[src/shared/gpt_pkg.sv]
// Purpose: Constants for the sixteen-bit general purpose timer.
// Assumes: Avalon-MM slave with 32-bit data, one word per register.
// Notes: Offsets are byte addresses.
package gpt_pkg;
   localparam int ADDR_W = 4;
   localparam logic [ADDR_W-1:0] OFS_COUNT = 4'h0;
   localparam logic [ADDR_W-1:0] OFS_PERIOD = 4'h4;
   localparam logic [ADDR_W-1:0] OFS_CONTROL = 4'h8;
   localparam logic [ADDR_W-1:0] OFS_STATUS = 4'hC;
   localparam int BIT_ON = 15;
   localparam int BIT_SIDL = 13;
   localparam int BIT_GATE = 6;
   localparam int BIT_PS_HI = 5;
   localparam int BIT_PS_LO = 4;
   localparam int BIT_SYNC = 2;
   localparam int BIT_CS = 1;
   localparam int BIT_FLAG = 0;
   localparam int BIT_IE = 1;
   localparam logic [15:0] CONTROL_RST = 16'h0000;
   localparam logic [15:0] PERIOD_RST = 16'hFFFF;
   localparam logic [15:0] COUNT_RST = 16'h0000;
   localparam logic [15:0] CONTROL_MASK = 16'hA076;
   localparam logic [1:0] PS_DIV1 = 2'h0;
   localparam logic [1:0] PS_DIV8 = 2'h1;
   localparam logic [1:0] PS_DIV64 = 2'h2;
   localparam logic [7:0] PS_MAX8 = 8'h07;
   localparam logic [7:0] PS_MAX64 = 8'h3F;
   localparam logic [7:0] PS_MAX256 = 8'hFF;
   typedef enum logic [1:0] {
      GPT_SRC_INT = 2'b00,
      GPT_SRC_GATED = 2'b01,
      GPT_SRC_SYNC = 2'b10,
      GPT_SRC_ASYNC = 2'b11
   } gpt_src_t;
endpackage

[src/logic/gpt_timer.sv]
// Purpose: Sixteen-bit timer/counter with prescaler, period match and gated accumulation.
// Assumes: One clock; each clk edge is one instruction cycle; pins are synchronous to clk.
// Notes: Notes on behaviour follow.
//
// Notes on behaviour
// - Internal mode counts instruction cycles, clears on period match, keeps counting.
// - Internal, synchronous and gated modes pause in Idle when stop_in_idle set.
// - Synchronous counter counts synchronised external rising edges up to period, wraps.
// - Asynchronous counter counts every external rising edge up to period, wraps.
// - Asynchronous counter pauses in Idle when stop_in_idle set.
// - Gated mode counts instruction cycles while the gate pin is high.
// - Gated mode sets the interrupt flag on the gate falling edge.
// - Prescaler divides by 1, 8, 64 or 256 from prescale_select.
// - Prescaler clears on count write while timer_on is set, on timer_on clear, and on device reset.
// - With timer_on low the prescaler is halted; only device reset clears it.
// - Control writes leave the count; only count writes change it.
// - In Sleep only enabled external asynchronous counting continues, wrapping at period.
// - Period match sets the flag; interrupt only when enabled, also in Sleep.
// - The flag stays set until software clears it.
`timescale 1ns/1ps
`default_nettype none
module gpt_timer
   import gpt_pkg::*;
(
   // Clock and reset.
   input wire logic clk,
   input wire logic rst_n,
   // Avalon-MM slave.
   input wire logic [gpt_pkg::ADDR_W-1:0] avs_address,
   input wire logic avs_read,
   input wire logic avs_write,
   input wire logic [31:0] avs_writedata,
   input wire logic [3:0] avs_byteenable,
   output logic [31:0] avs_readdata,
   output logic avs_waitrequest,
   output logic [1:0] avs_response,
   // Pins and power state.
   input wire logic external_clock_gate_pin,
   input wire logic cpu_idle,
   input wire logic cpu_sleep,
   // Interrupt.
   output logic irq
);
   import gpt_pkg::*;

   // ************************************************
   // Register state.
   // ************************************************
   logic [15:0] count_q, count_d;
   logic [15:0] period_q, period_d;
   logic [15:0] ctrl_q, ctrl_d;
   logic flag_q, flag_d;
   logic ie_q, ie_d;
   logic [7:0] ps_q, ps_d;
   logic pin_q, pin_d;
   logic pin_s1_q, pin_s2_q, pin_s3_q;
   logic ack_q, ack_d;
   logic [31:0] rdata_q, rdata_d;
   logic [1:0] resp_q, resp_d;

   function automatic logic [7:0] ps_limit(input logic [1:0] sel);
      case (sel)
         PS_DIV1: ps_limit = 8'h00;
         PS_DIV8: ps_limit = PS_MAX8;
         PS_DIV64: ps_limit = PS_MAX64;
         default: ps_limit = PS_MAX256;
      endcase
   endfunction

   function automatic logic hit(input logic [ADDR_W-1:0] a, input logic [ADDR_W-1:0] o);
      hit = (a == o);
   endfunction

   // ************************************************
   // Mode decode and prescaler.
   // ************************************************
   logic t_on, sidl, gate_en, cs, sync_sel;
   gpt_src_t src;
   logic sync_edge, async_edge, gate_fall, tick_in, run_ok, ps_tick, match;
   logic bus_req, wr_acc, wr_count, wr_ctrl, wr_period, wr_status;

   assign t_on = ctrl_q[BIT_ON];
   assign sidl = ctrl_q[BIT_SIDL];
   assign gate_en = ctrl_q[BIT_GATE];
   assign cs = ctrl_q[BIT_CS];
   assign sync_sel = ctrl_q[BIT_SYNC];
   assign src = !cs ? (gate_en ? GPT_SRC_GATED : GPT_SRC_INT)
              : (sync_sel ? GPT_SRC_SYNC : GPT_SRC_ASYNC);
   assign sync_edge = pin_s2_q & ~pin_s3_q;
   assign async_edge = external_clock_gate_pin & ~pin_q;
   assign gate_fall = pin_s3_q & ~pin_s2_q;
   assign bus_req = (avs_read | avs_write) & ~ack_q;
   // Writes land at the edge that ends the wait, where the master sees the answer.
   assign wr_acc = avs_write & ack_q;
   assign wr_count = wr_acc & hit(avs_address, OFS_COUNT);
   assign wr_period = wr_acc & hit(avs_address, OFS_PERIOD);
   assign wr_ctrl = wr_acc & hit(avs_address, OFS_CONTROL);
   assign wr_status = wr_acc & hit(avs_address, OFS_STATUS);

   always_comb begin
      case (src)
         GPT_SRC_INT: tick_in = 1'b1;
         GPT_SRC_GATED: tick_in = pin_s2_q;
         GPT_SRC_SYNC: tick_in = sync_edge;
         GPT_SRC_ASYNC: tick_in = async_edge;
         default: tick_in = 1'b0;
      endcase
      // Idle and Sleep gating.
      run_ok = t_on & ~(cpu_idle & sidl);
      if (cpu_sleep && src != GPT_SRC_ASYNC) begin
         run_ok = 1'b0;
      end
      ps_tick = run_ok & tick_in & (ps_q == ps_limit(ctrl_q[BIT_PS_HI:BIT_PS_LO]));
      match = (count_q == period_q);
   end

   // ************************************************
   // Counter, prescaler and flag next state.
   // ************************************************
   always_comb begin
      count_d = count_q;
      ps_d = ps_q;
      pin_d = external_clock_gate_pin;
      period_d = period_q;
      ctrl_d = ctrl_q;
      flag_d = flag_q;
      ie_d = ie_q;
      if (t_on && run_ok && tick_in) begin
         ps_d = ps_tick ? 8'h00 : ps_q + 8'h01;
      end
      if (ps_tick) begin
         count_d = match ? COUNT_RST : count_q + 16'h0001;
      end
      if (t_on && wr_count) begin
         ps_d = 8'h00;
      end
      if (wr_count) begin
         if (avs_byteenable[0]) count_d[7:0] = avs_writedata[7:0];
         if (avs_byteenable[1]) count_d[15:8] = avs_writedata[15:8];
      end
      if (wr_period) begin
         if (avs_byteenable[0]) period_d[7:0] = avs_writedata[7:0];
         if (avs_byteenable[1]) period_d[15:8] = avs_writedata[15:8];
      end
      if (wr_ctrl) begin
         if (avs_byteenable[0]) ctrl_d[7:0] = avs_writedata[7:0] & CONTROL_MASK[7:0];
         if (avs_byteenable[1]) ctrl_d[15:8] = avs_writedata[15:8] & CONTROL_MASK[15:8];
         if (t_on && !ctrl_d[BIT_ON]) ps_d = 8'h00;
      end
      if (wr_status && avs_byteenable[0]) begin
         if (avs_writedata[BIT_FLAG]) flag_d = 1'b0;
         ie_d = avs_writedata[BIT_IE];
      end
      if ((ps_tick && match) || (src == GPT_SRC_GATED && t_on && gate_fall)) begin
         flag_d = 1'b1;
      end
   end

   // ************************************************
   // Bus answer next state.
   // ************************************************
   always_comb begin
      ack_d = bus_req;
      rdata_d = 32'h0000_0000;
      resp_d = 2'h0;
      if (bus_req) begin
         case (avs_address)
            OFS_COUNT: rdata_d = {16'h0000, count_q};
            OFS_PERIOD: rdata_d = {16'h0000, period_q};
            OFS_CONTROL: rdata_d = {16'h0000, ctrl_q};
            OFS_STATUS: rdata_d = {30'h0000_0000, ie_q, flag_q};
            default: resp_d = 2'h2;
         endcase
      end
   end

   always_ff @(posedge clk) begin
      pin_s1_q <= external_clock_gate_pin;
      pin_s2_q <= pin_s1_q;
      if (!rst_n) begin
         count_q <= COUNT_RST;
         period_q <= PERIOD_RST;
         ctrl_q <= CONTROL_RST;
         flag_q <= 1'b0;
         ie_q <= 1'b0;
         ps_q <= 8'h00;
         pin_q <= 1'b0;
         pin_s3_q <= 1'b0;
         ack_q <= 1'b0;
         rdata_q <= 32'h0000_0000;
         resp_q <= 2'h0;
      end else begin
         count_q <= count_d;
         period_q <= period_d;
         ctrl_q <= ctrl_d;
         flag_q <= flag_d;
         ie_q <= ie_d;
         ps_q <= ps_d;
         pin_q <= pin_d;
         pin_s3_q <= pin_s2_q;
         ack_q <= ack_d;
         rdata_q <= rdata_d;
         resp_q <= resp_d;
      end
   end

   assign avs_waitrequest = ~ack_q;
   assign avs_readdata = rdata_q;
   assign avs_response = resp_q;
   assign irq = flag_q & ie_q;

   // ************************************************
   // Checks.
   // ************************************************
   wrap_zero_a: assert property (@(posedge clk) disable iff (!rst_n)
      (ps_tick && match && !wr_count) |=> count_q == 16'h0000)
      else $error("count did not wrap on period match");
   idle_hold_a: assert property (@(posedge clk) disable iff (!rst_n)
      (cpu_idle && sidl && !wr_count) |=> $stable(count_q))
      else $error("count moved while idle");
   off_hold_a: assert property (@(posedge clk) disable iff (!rst_n)
      (!t_on && !wr_count) |=> $stable(count_q) && $stable(ps_q))
      else $error("timer moved while off");
   ps_clear_a: assert property (@(posedge clk) disable iff (!rst_n)
      (t_on && wr_count) |=> ps_q == 8'h00)
      else $error("prescaler not cleared on count write");
   ctrl_count_a: assert property (@(posedge clk) disable iff (!rst_n)
      (wr_ctrl && !ps_tick) |=> $stable(count_q))
      else $error("control write changed count");
   flag_sticky_a: assert property (@(posedge clk) disable iff (!rst_n)
      (flag_q && !wr_status) |=> flag_q)
      else $error("flag cleared without software");
   gate_flag_a: assert property (@(posedge clk) disable iff (!rst_n)
      (src == GPT_SRC_GATED && t_on && gate_fall) |=> flag_q)
      else $error("gate fall did not set flag");
   sleep_hold_a: assert property (@(posedge clk) disable iff (!rst_n)
      (cpu_sleep && src != GPT_SRC_ASYNC && !wr_count) |=> $stable(count_q))
      else $error("count moved in sleep");
   irq_gate_a: assert property (@(posedge clk) disable iff (!rst_n)
      irq == (flag_q && ie_q))
      else $error("irq not gated by enable");
   div_eight_a: assert property (@(posedge clk) disable iff (!rst_n)
      ps_tick && ctrl_q[BIT_PS_HI:BIT_PS_LO] == PS_DIV8 |-> ps_q == 8'h07)
      else $error("divide by eight wrong");

   // ************************************************
   // Register access and counting checks.
   // ************************************************
   count_write_a: assert property (@(posedge clk) disable iff (!rst_n)
      (wr_count && avs_byteenable[1:0] == 2'h3) |=> count_q == $past(avs_writedata[15:0]))
      else $error("count write not stored");

   ctrl_write_a: assert property (@(posedge clk) disable iff (!rst_n)
      (wr_ctrl && avs_byteenable[1:0] == 2'h3) |=> ctrl_q == ($past(avs_writedata[15:0]) & CONTROL_MASK))
      else $error("control write not stored");

   count_step_a: assert property (@(posedge clk) disable iff (!rst_n)
      (ps_tick && !match && !wr_count) |=> count_q == $past(count_q) + 16'h0001)
      else $error("count did not step on tick");

   count_quiet_a: assert property (@(posedge clk) disable iff (!rst_n)
      (!ps_tick && !wr_count) |=> $stable(count_q))
      else $error("count moved without tick");

   match_flag_a: assert property (@(posedge clk) disable iff (!rst_n)
      (ps_tick && match) |=> flag_q)
      else $error("period match did not set flag");

   flag_clear_a: assert property (@(posedge clk) disable iff (!rst_n)
      (wr_status && avs_byteenable[0] && avs_writedata[BIT_FLAG] && !(ps_tick && match)
       && !(src == GPT_SRC_GATED && t_on && gate_fall)) |=> !flag_q)
      else $error("flag not cleared by software");

   ps_off_a: assert property (@(posedge clk) disable iff (!rst_n)
      (wr_ctrl && t_on && avs_byteenable[1] && !avs_writedata[BIT_ON]) |=> ps_q == 8'h00)
      else $error("prescaler not cleared on stop");

   ps_halt_a: assert property (@(posedge clk) disable iff (!rst_n)
      (!t_on && wr_count) |=> $stable(ps_q))
      else $error("halted prescaler changed");

   gate_low_a: assert property (@(posedge clk) disable iff (!rst_n)
      (src == GPT_SRC_GATED && !pin_s2_q && !wr_count) |=> $stable(count_q))
      else $error("gated count moved with gate low");

   async_idle_a: assert property (@(posedge clk) disable iff (!rst_n)
      (src == GPT_SRC_ASYNC && cpu_idle && sidl && !wr_count) |=> $stable(count_q))
      else $error("async count moved while idle");

   sleep_run_a: assert property (@(posedge clk) disable iff (!rst_n)
      (cpu_sleep && src == GPT_SRC_ASYNC && t_on && !(cpu_idle && sidl)) |-> run_ok)
      else $error("async count stopped in sleep");

   ctrl_mask_a: assert property (@(posedge clk) disable iff (!rst_n)
      (ctrl_q & ~CONTROL_MASK) == 16'h0000)
      else $error("unused control bit set");

   wait_answer_a: assert property (@(posedge clk) disable iff (!rst_n)
      bus_req |=> !avs_waitrequest)
      else $error("bus answer late");

   wait_single_a: assert property (@(posedge clk) disable iff (!rst_n)
      !avs_waitrequest |=> avs_waitrequest)
      else $error("bus answer stood too long");

   irq_sleep_a: assert property (@(posedge clk) disable iff (!rst_n)
      (cpu_sleep && flag_q && ie_q) |-> irq)
      else $error("interrupt lost in sleep");

   resp_ok_a: assert property (@(posedge clk) disable iff (!rst_n)
      (bus_req && avs_address == OFS_COUNT) |=> avs_response == 2'h0)
      else $error("count access answered with error");
endmodule
`default_nettype wire

[config.mk]
export PLATFORM = sky130hd
export DESIGN_NAME = gpt_timer
export DESIGN_NICKNAME = d
export VERILOG_FILES = /design/src/shared/gpt_pkg.sv /design/src/logic/gpt_timer.sv
export SDC_FILE = /design/constraint.sdc
export NUM_CORES = 1
export LEC_CHECK = 0
export BUFFER_PORTS_ARGS = -buffer_cell sky130_fd_sc_hd__buf_2
export CAP_MARGIN = 20
export CORE_MARGIN = 4
export CORE_UTILIZATION = 48
export DETAILED_ROUTE_END_ITERATION = 6
export PLACE_DENSITY = 0.75
export SYNTH_ARGS = -nofsm -noshare
export SYNTH_HDL_FRONTEND = slang
export SYNTH_SLANG_ARGS = --single-unit
export TNS_END_PERCENT = 1
[constraint.sdc]
create_clock -name clk -period 2.1 [get_ports clk]
set_clock_uncertainty 0.2 [all_clocks]
set_input_delay 0.42 -clock clk [delete_from_list [all_inputs] [get_ports clk]]
set_output_delay 0.42 -clock clk [all_outputs]
set_load 0.1 [all_outputs]
; Word level (Yosys, flattened, before mapping)
; Cells that the tools add are included.
[word_totals]
regBits = 94
out_inout_bits = 36
word_cells = 96
[op_classes]
n_eq_ne = 12
muxes = 23
n_addsub = 2
n_reduce_logical = 23
n_bitwise = 20
[op_table]
columns = cell, count
row1 = 8-bit two-way mux, 9
row2 = 16-bit case mux with 4 select lines, 1
row3 = 16-bit two-way mux, 3
row4 = 8-bit case mux with 3 select lines, 1
row5 = 16-bit by 1-bit adder with 16-bit output (second input constant), 1
row6 = 16-bit == test, 1
row7 = 1-bit bitwise AND, 14
row8 = 2-bit AND reduction, 6
row9 = 1-bit logical AND, 9
row10 = 8-bit by 1-bit adder with 8-bit output (second input constant), 1
row11 = 4-bit == test (second input constant), 2
row12 = 8-bit == test, 1
row13 = 2-bit == test (second input constant), 3
row14 = 1-bit two-way mux, 6
row15 = 1-bit inverter, 5
row16 = 2-bit by 1-bit == test with 1-bit output (second input constant), 2
row17 = 4-bit by 3-bit == test with 1-bit output (second input constant), 1
row18 = 2-bit zero test, 2
row19 = 4-bit zero test, 1
row20 = 2-bit two-way mux, 2
row21 = 2-bit != test (second input constant), 2
row22 = 1-bit case mux with 4 select lines, 1
row23 = 2-bit nonzero test, 2
row24 = 4-bit OR reduction, 1
row25 = other kinds (3), 3

; Depth between registers and ports, before layout
[logic_depth]
depth_word = 12
depth_mapped = 8
mapped_depth_nobuf = 6

; Worst setup path before layout
; No wires, ideal clock.
[synth_timing]
path_type = register -> register
from = register count_q[5]
to = register count_q[12]
arrival_ns = 1.702
path_stages_with_launch = 8
setup_slack_ns = 0.055
setup_time_ns = 0.143
path_cell_list = dfxtp_1 buf_2 xnor2_1 nand4_1 nor4_1 and3_2 a21o_1 a211oi_1
[synth_between]
elab_chain_cells = 5
elab_cells_between_ends = 6
classes_between = add/sub: 1 / eq/ne: 1 / mux: 4
[synth_lines]
columns = element, line_no
row1 = start: declaration, gpt_timer.sv:49  ; logic [15:0] count_q, count_d;
row2 = start signal: assignment, gpt_timer.sv:193  ; count_q <= count_d;
row3 = 16-bit by 1-bit adder with 16-bit output or 16-bit == test (tied branches), "gpt_timer.sv:132, gpt_timer.sv:114"
row4 = 16-bit two-way mux *, gpt_timer.sv:132  ; count_d = match ? COUNT_RST : count_q + 16'h0001;
row5 = 16-bit two-way mux *, gpt_timer.sv:131  ; if (ps_tick) begin
row6 = 8-bit two-way mux, gpt_timer.sv:139  ; if (avs_byteenable[1]) count_d[15:8] = avs_writedata[15:8];
row7 = 16-bit two-way mux *, gpt_timer.sv:137  ; if (wr_count) begin
; Mark *: on every way between the ends. The rest lies on a longest branch, timed or not.
; A chain may end at the register's enable or synchronous reset.

; Final worst setup path
[layout_timing]
from = register ps_q[7]
to = register count_q[12]
[layout_between]
elab_chain_cells = 5
[layout_lines]
columns = element, line_no
row1 = start: declaration, gpt_timer.sv:54  ; logic [7:0] ps_q, ps_d;
row2 = start signal: assignment, gpt_timer.sv:198  ; ps_q <= ps_d;
row3 = 8-bit == test *, gpt_timer.sv:113  ; ps_tick = run_ok & tick_in & (ps_q == ps_limit(ctrl_q[BIT_PS_HI:BIT_PS_LO]));
row4 = 1-bit bitwise AND *, gpt_timer.sv:113
row5 = 16-bit two-way mux *, gpt_timer.sv:131
row6 = 8-bit two-way mux, gpt_timer.sv:139
row7 = 16-bit two-way mux *, gpt_timer.sv:137
; Marked as above.

==> impl_metrics.json <==
{
  "syn_inst": 405,
  "drt_iter0_markers": 299,
  "cp_max_fo": 7,
  "place_ws_ns": -0.0509,
  "clock_latency_ns": 0.35,
  "top_layer": "met4",
  "fmax_ghz": 0.486,
  "p_seq_frac": 0.512,
  "crit_type": "flop to flop",
  "power.total_mw": 2.66,
  "finalSetupTns_ns": 0,
  "maxCapViolations": 0,
  "setup_viol": 0,
  "setup_slack_ns": 0.0407,
  "synth-seq-cells": 71,
  "wl_per_cell_um": 15.3,
  "via_per_inst": 5.43,
  "ir_drop_uv": 269,
  "switching_share": 0.305,
  "grt.overflow.total": 0,
  "fin_hold_ws_ns": 0.0907,
  "rows": 30,
  "powerDensity_nw_per_um2": 626,
  "coreArea_um2": 6910,
  "synth-compound-area-share": 0.115,
  "antenna_left": 0,
  "hold_violations": 0,
  "layout-drive-gt1-share": 0.267,
  "synth_area_leaders": "dfxtp_1 41%, nor2_1 5.4%, nand2_1 5.2%, mux2i_1 4.9%, xor2_1 4.8%",
  "die_h_um": 93.1,
  "antenna_found_initial": 0,
  "critPathArrivalTime_ns": 2.09,
  "drv_slew": 0,
  "synth_area_um2": 3470,
  "drt_wl_total_um": 8970,
  "port_buffers": 47,
  "cts.clk_slew.worst_paths_ns": 0.08,
  "vias": 3188,
  "synth_fa_ha_area_frac": 0.00720,
  "grt_max_degree": 19,
  "synthSimpleGateAreaFrac": 0.262,
  "min_period_ns": 2.06,
  "diodes": 0,
  "synth_cell_type_count": 45,
  "cts_buffers": 9,
  "nNetsFinal": 535,
  "grt_setup_unrepaired": "yes",
  "synthToLayoutAreaGrowth_pct": 22.4,
  "synthXorXnorAreaFrac": 0.0907,
  "cts_max_path_buffers": 2,
  "gp_congestion": 0.920,
  "p_int_mw": 1.85,
  "die_x_um": 93.1,
  "synth_enable_flop_cells": 0,
  "grt_pass1_vias": 3008,
  "finalInstanceArea_um2": 4250,
  "synth.top_cells.by_count": "71 x dfxtp_1, 50 x nor2_1, 48 x nand2_1",
  "wl_met2_um": 4300,
  "synth.avg_cell_area_um2": 8.58,
  "end_kind": "flop",
  "clkPwrFrac": 0.364,
  "synth.area.mux_share": 0.0490,
  "p_leak_nw": 1.91,
  "wirelength_met1_um": 3830,
  "dominantRegCellSynth": "dfxtp_1",
  "dp_hpwl_um": 6490,
  "first_pass_iters": 5,
  "final.period_utilization": 0.981,
  "layout.cells.non_filler": 587,
  "ys_warn_count": 0,
  "drc": 0,
  "pwr-share-comb": 0.124,
  "synth_top_family_by_area": "simple AND/OR/NAND/NOR gates",
  "grt_pass1_wl_um": 14000,
  "synth_top_area_share": 0.409,
  "hold_path_class": "primary input to flop",
  "ys_async_sr_fraction": 0,
  "synth_most_common_cell": "dfxtp_1",
  "status": "finished clean",
  "grt_util_all_layers": 0.204,
  "start_kind": "flop",
  "cts-root-buf": "clkbuf_8",
  "start_util": 0.503,
  "place_area_um2": 4000,
  "nFillCells": 589,
  "cts.sink_count": 71,
  "cp_data_required_time_ns": 2.13,
  "switchingPower_mw": 0.812,
  "htree_num_levels": 3,
  "route.met3.wl_um": 603,
  "synth_top_area_cell": "dfxtp_1",
  "yosysSeqAreaShare": 0.409,
  "dieArea_um2": 8660,
  "final_util": 0.616,
  "dp_cells": 568,
  "cts_tree": "built",
  "io_pins": 83
}
==> power by group through the flow <==
stage               logic (mW)  registers [mW]  clock network, mW
floorplan                0.239            1.42                  0
global placement         0.321            1.40                  0
detailed placement       0.324            1.40                  0
CTS                      0.327            1.36              0.975
global route             0.345            1.36               1.03
finish                   0.330            1.36              0.971
==> critical path, cell delays in order, from the launching register on <==
cell and delay [ns]:
dfxtp_4 0.36, nor4_4 0.27, o21ai_2 0.10, a211oi_4 0.31, buf_4 0.17, and3_4 0.20, a21o_1 0.15, buf_12 0.13
a211oi_1 0.05
==> logic make-up (layout without fill, tap and decap cells) <==
kind of cell	Yosys count	in the layout
AOI/OAI and AO/OA	51	51
other	1	17
buffers and inverters	41	111
DFF	71	71
adders and majority gates	2	2
xor gates and xnor gates	36	36
muxes	17	17
and+or+nand+nor	186	186
==> path summary, 6_finish.rpt <==
check / start / end / slack [ns] / cells after the start
min reg2reg: pin_s1_q / pin_s2_q / 0.14 / 0
max reg2reg: ps_q[7] / count_q[12] / 0.04 / 8
max: ps_q[7] / count_q[12] / 0.04 / 8
min: avs_writedata[11] / period_q[11] / 0.09 / 3
==> registers in the layout, indices dropped and copies added, names as in the netlist, 7 cells and up <==
signal / flops
avs_readdata: 16
count_q: 16
ctrl_q: 7
period_q: 16
ps_q: 8
==> cell usage in the layout (no fill, tap or decap), types with 2 or more instances in the layout <==
cell type | Yosys | routed
xor2_1 | 19 | 19
or3_1 | 2 | 2
dfxtp_2 | 0 | 3
nor4_1 | 3 | 2
a211oi_2 | 8 | 8
buf_2 | 4 | 47
and3_1 | 10 | 10
inv_1 | 3 | 3
buf_4 | 17 | 42
nand2_1 | 48 | 48
clkinv_2 | 0 | 3
conb_1 | 1 | 17
nand3_1 | 25 | 24
and2_1 | 9 | 9
a211oi_1 | 4 | 4
ha_1 | 2 | 2
a21oi_1 | 7 | 7
nor2_1 | 50 | 50
mux2i_1 | 17 | 17
and4_1 | 3 | 3
a21o_1 | 2 | 2
clkinvlp_4 | 0 | 2
xnor2_1 | 17 | 17
nand4_1 | 17 | 17
nor2b_1 | 7 | 7
dfxtp_1 | 71 | 67
a31oi_1 | 6 | 5
clkbuf_8 | 0 | 9
a22oi_1 | 8 | 8
o21ai_0 | 8 | 7
nand3b_1 | 2 | 2
nand4b_1 | 2 | 2
==> per-layer routing <==
metal | GRT usage | vias up
met5 | 0 | -
met4 | 0.114 | 0
li1 | - | 1542
met2 | 0.340 | 119
met3 | 0.0322 | 23
met1 | 0.249 | 1504
==> cell type report <==
type,instances,area (µm²),area share
timing repair buffer,92,592,0.139
clock buffer,9,124,0.0291
tap,96,120,0.0282
inverter,3,11.3,0.00265
sequential,71,1430,0.336
clock inverter,7,47.5,0.0112
multi-input combinational,309,1930,0.454
==> repair_timing <==
action                     CTS  global route
setup buffers                1             1
pin swaps                    1            15
hold buffers                 1             0
resized for setup            2            14
setup endpoints to repair    8            23
gates cloned                 0             0
hold endpoints to repair     1             0
Note: power is estimated with default switching activity, not from simulation.
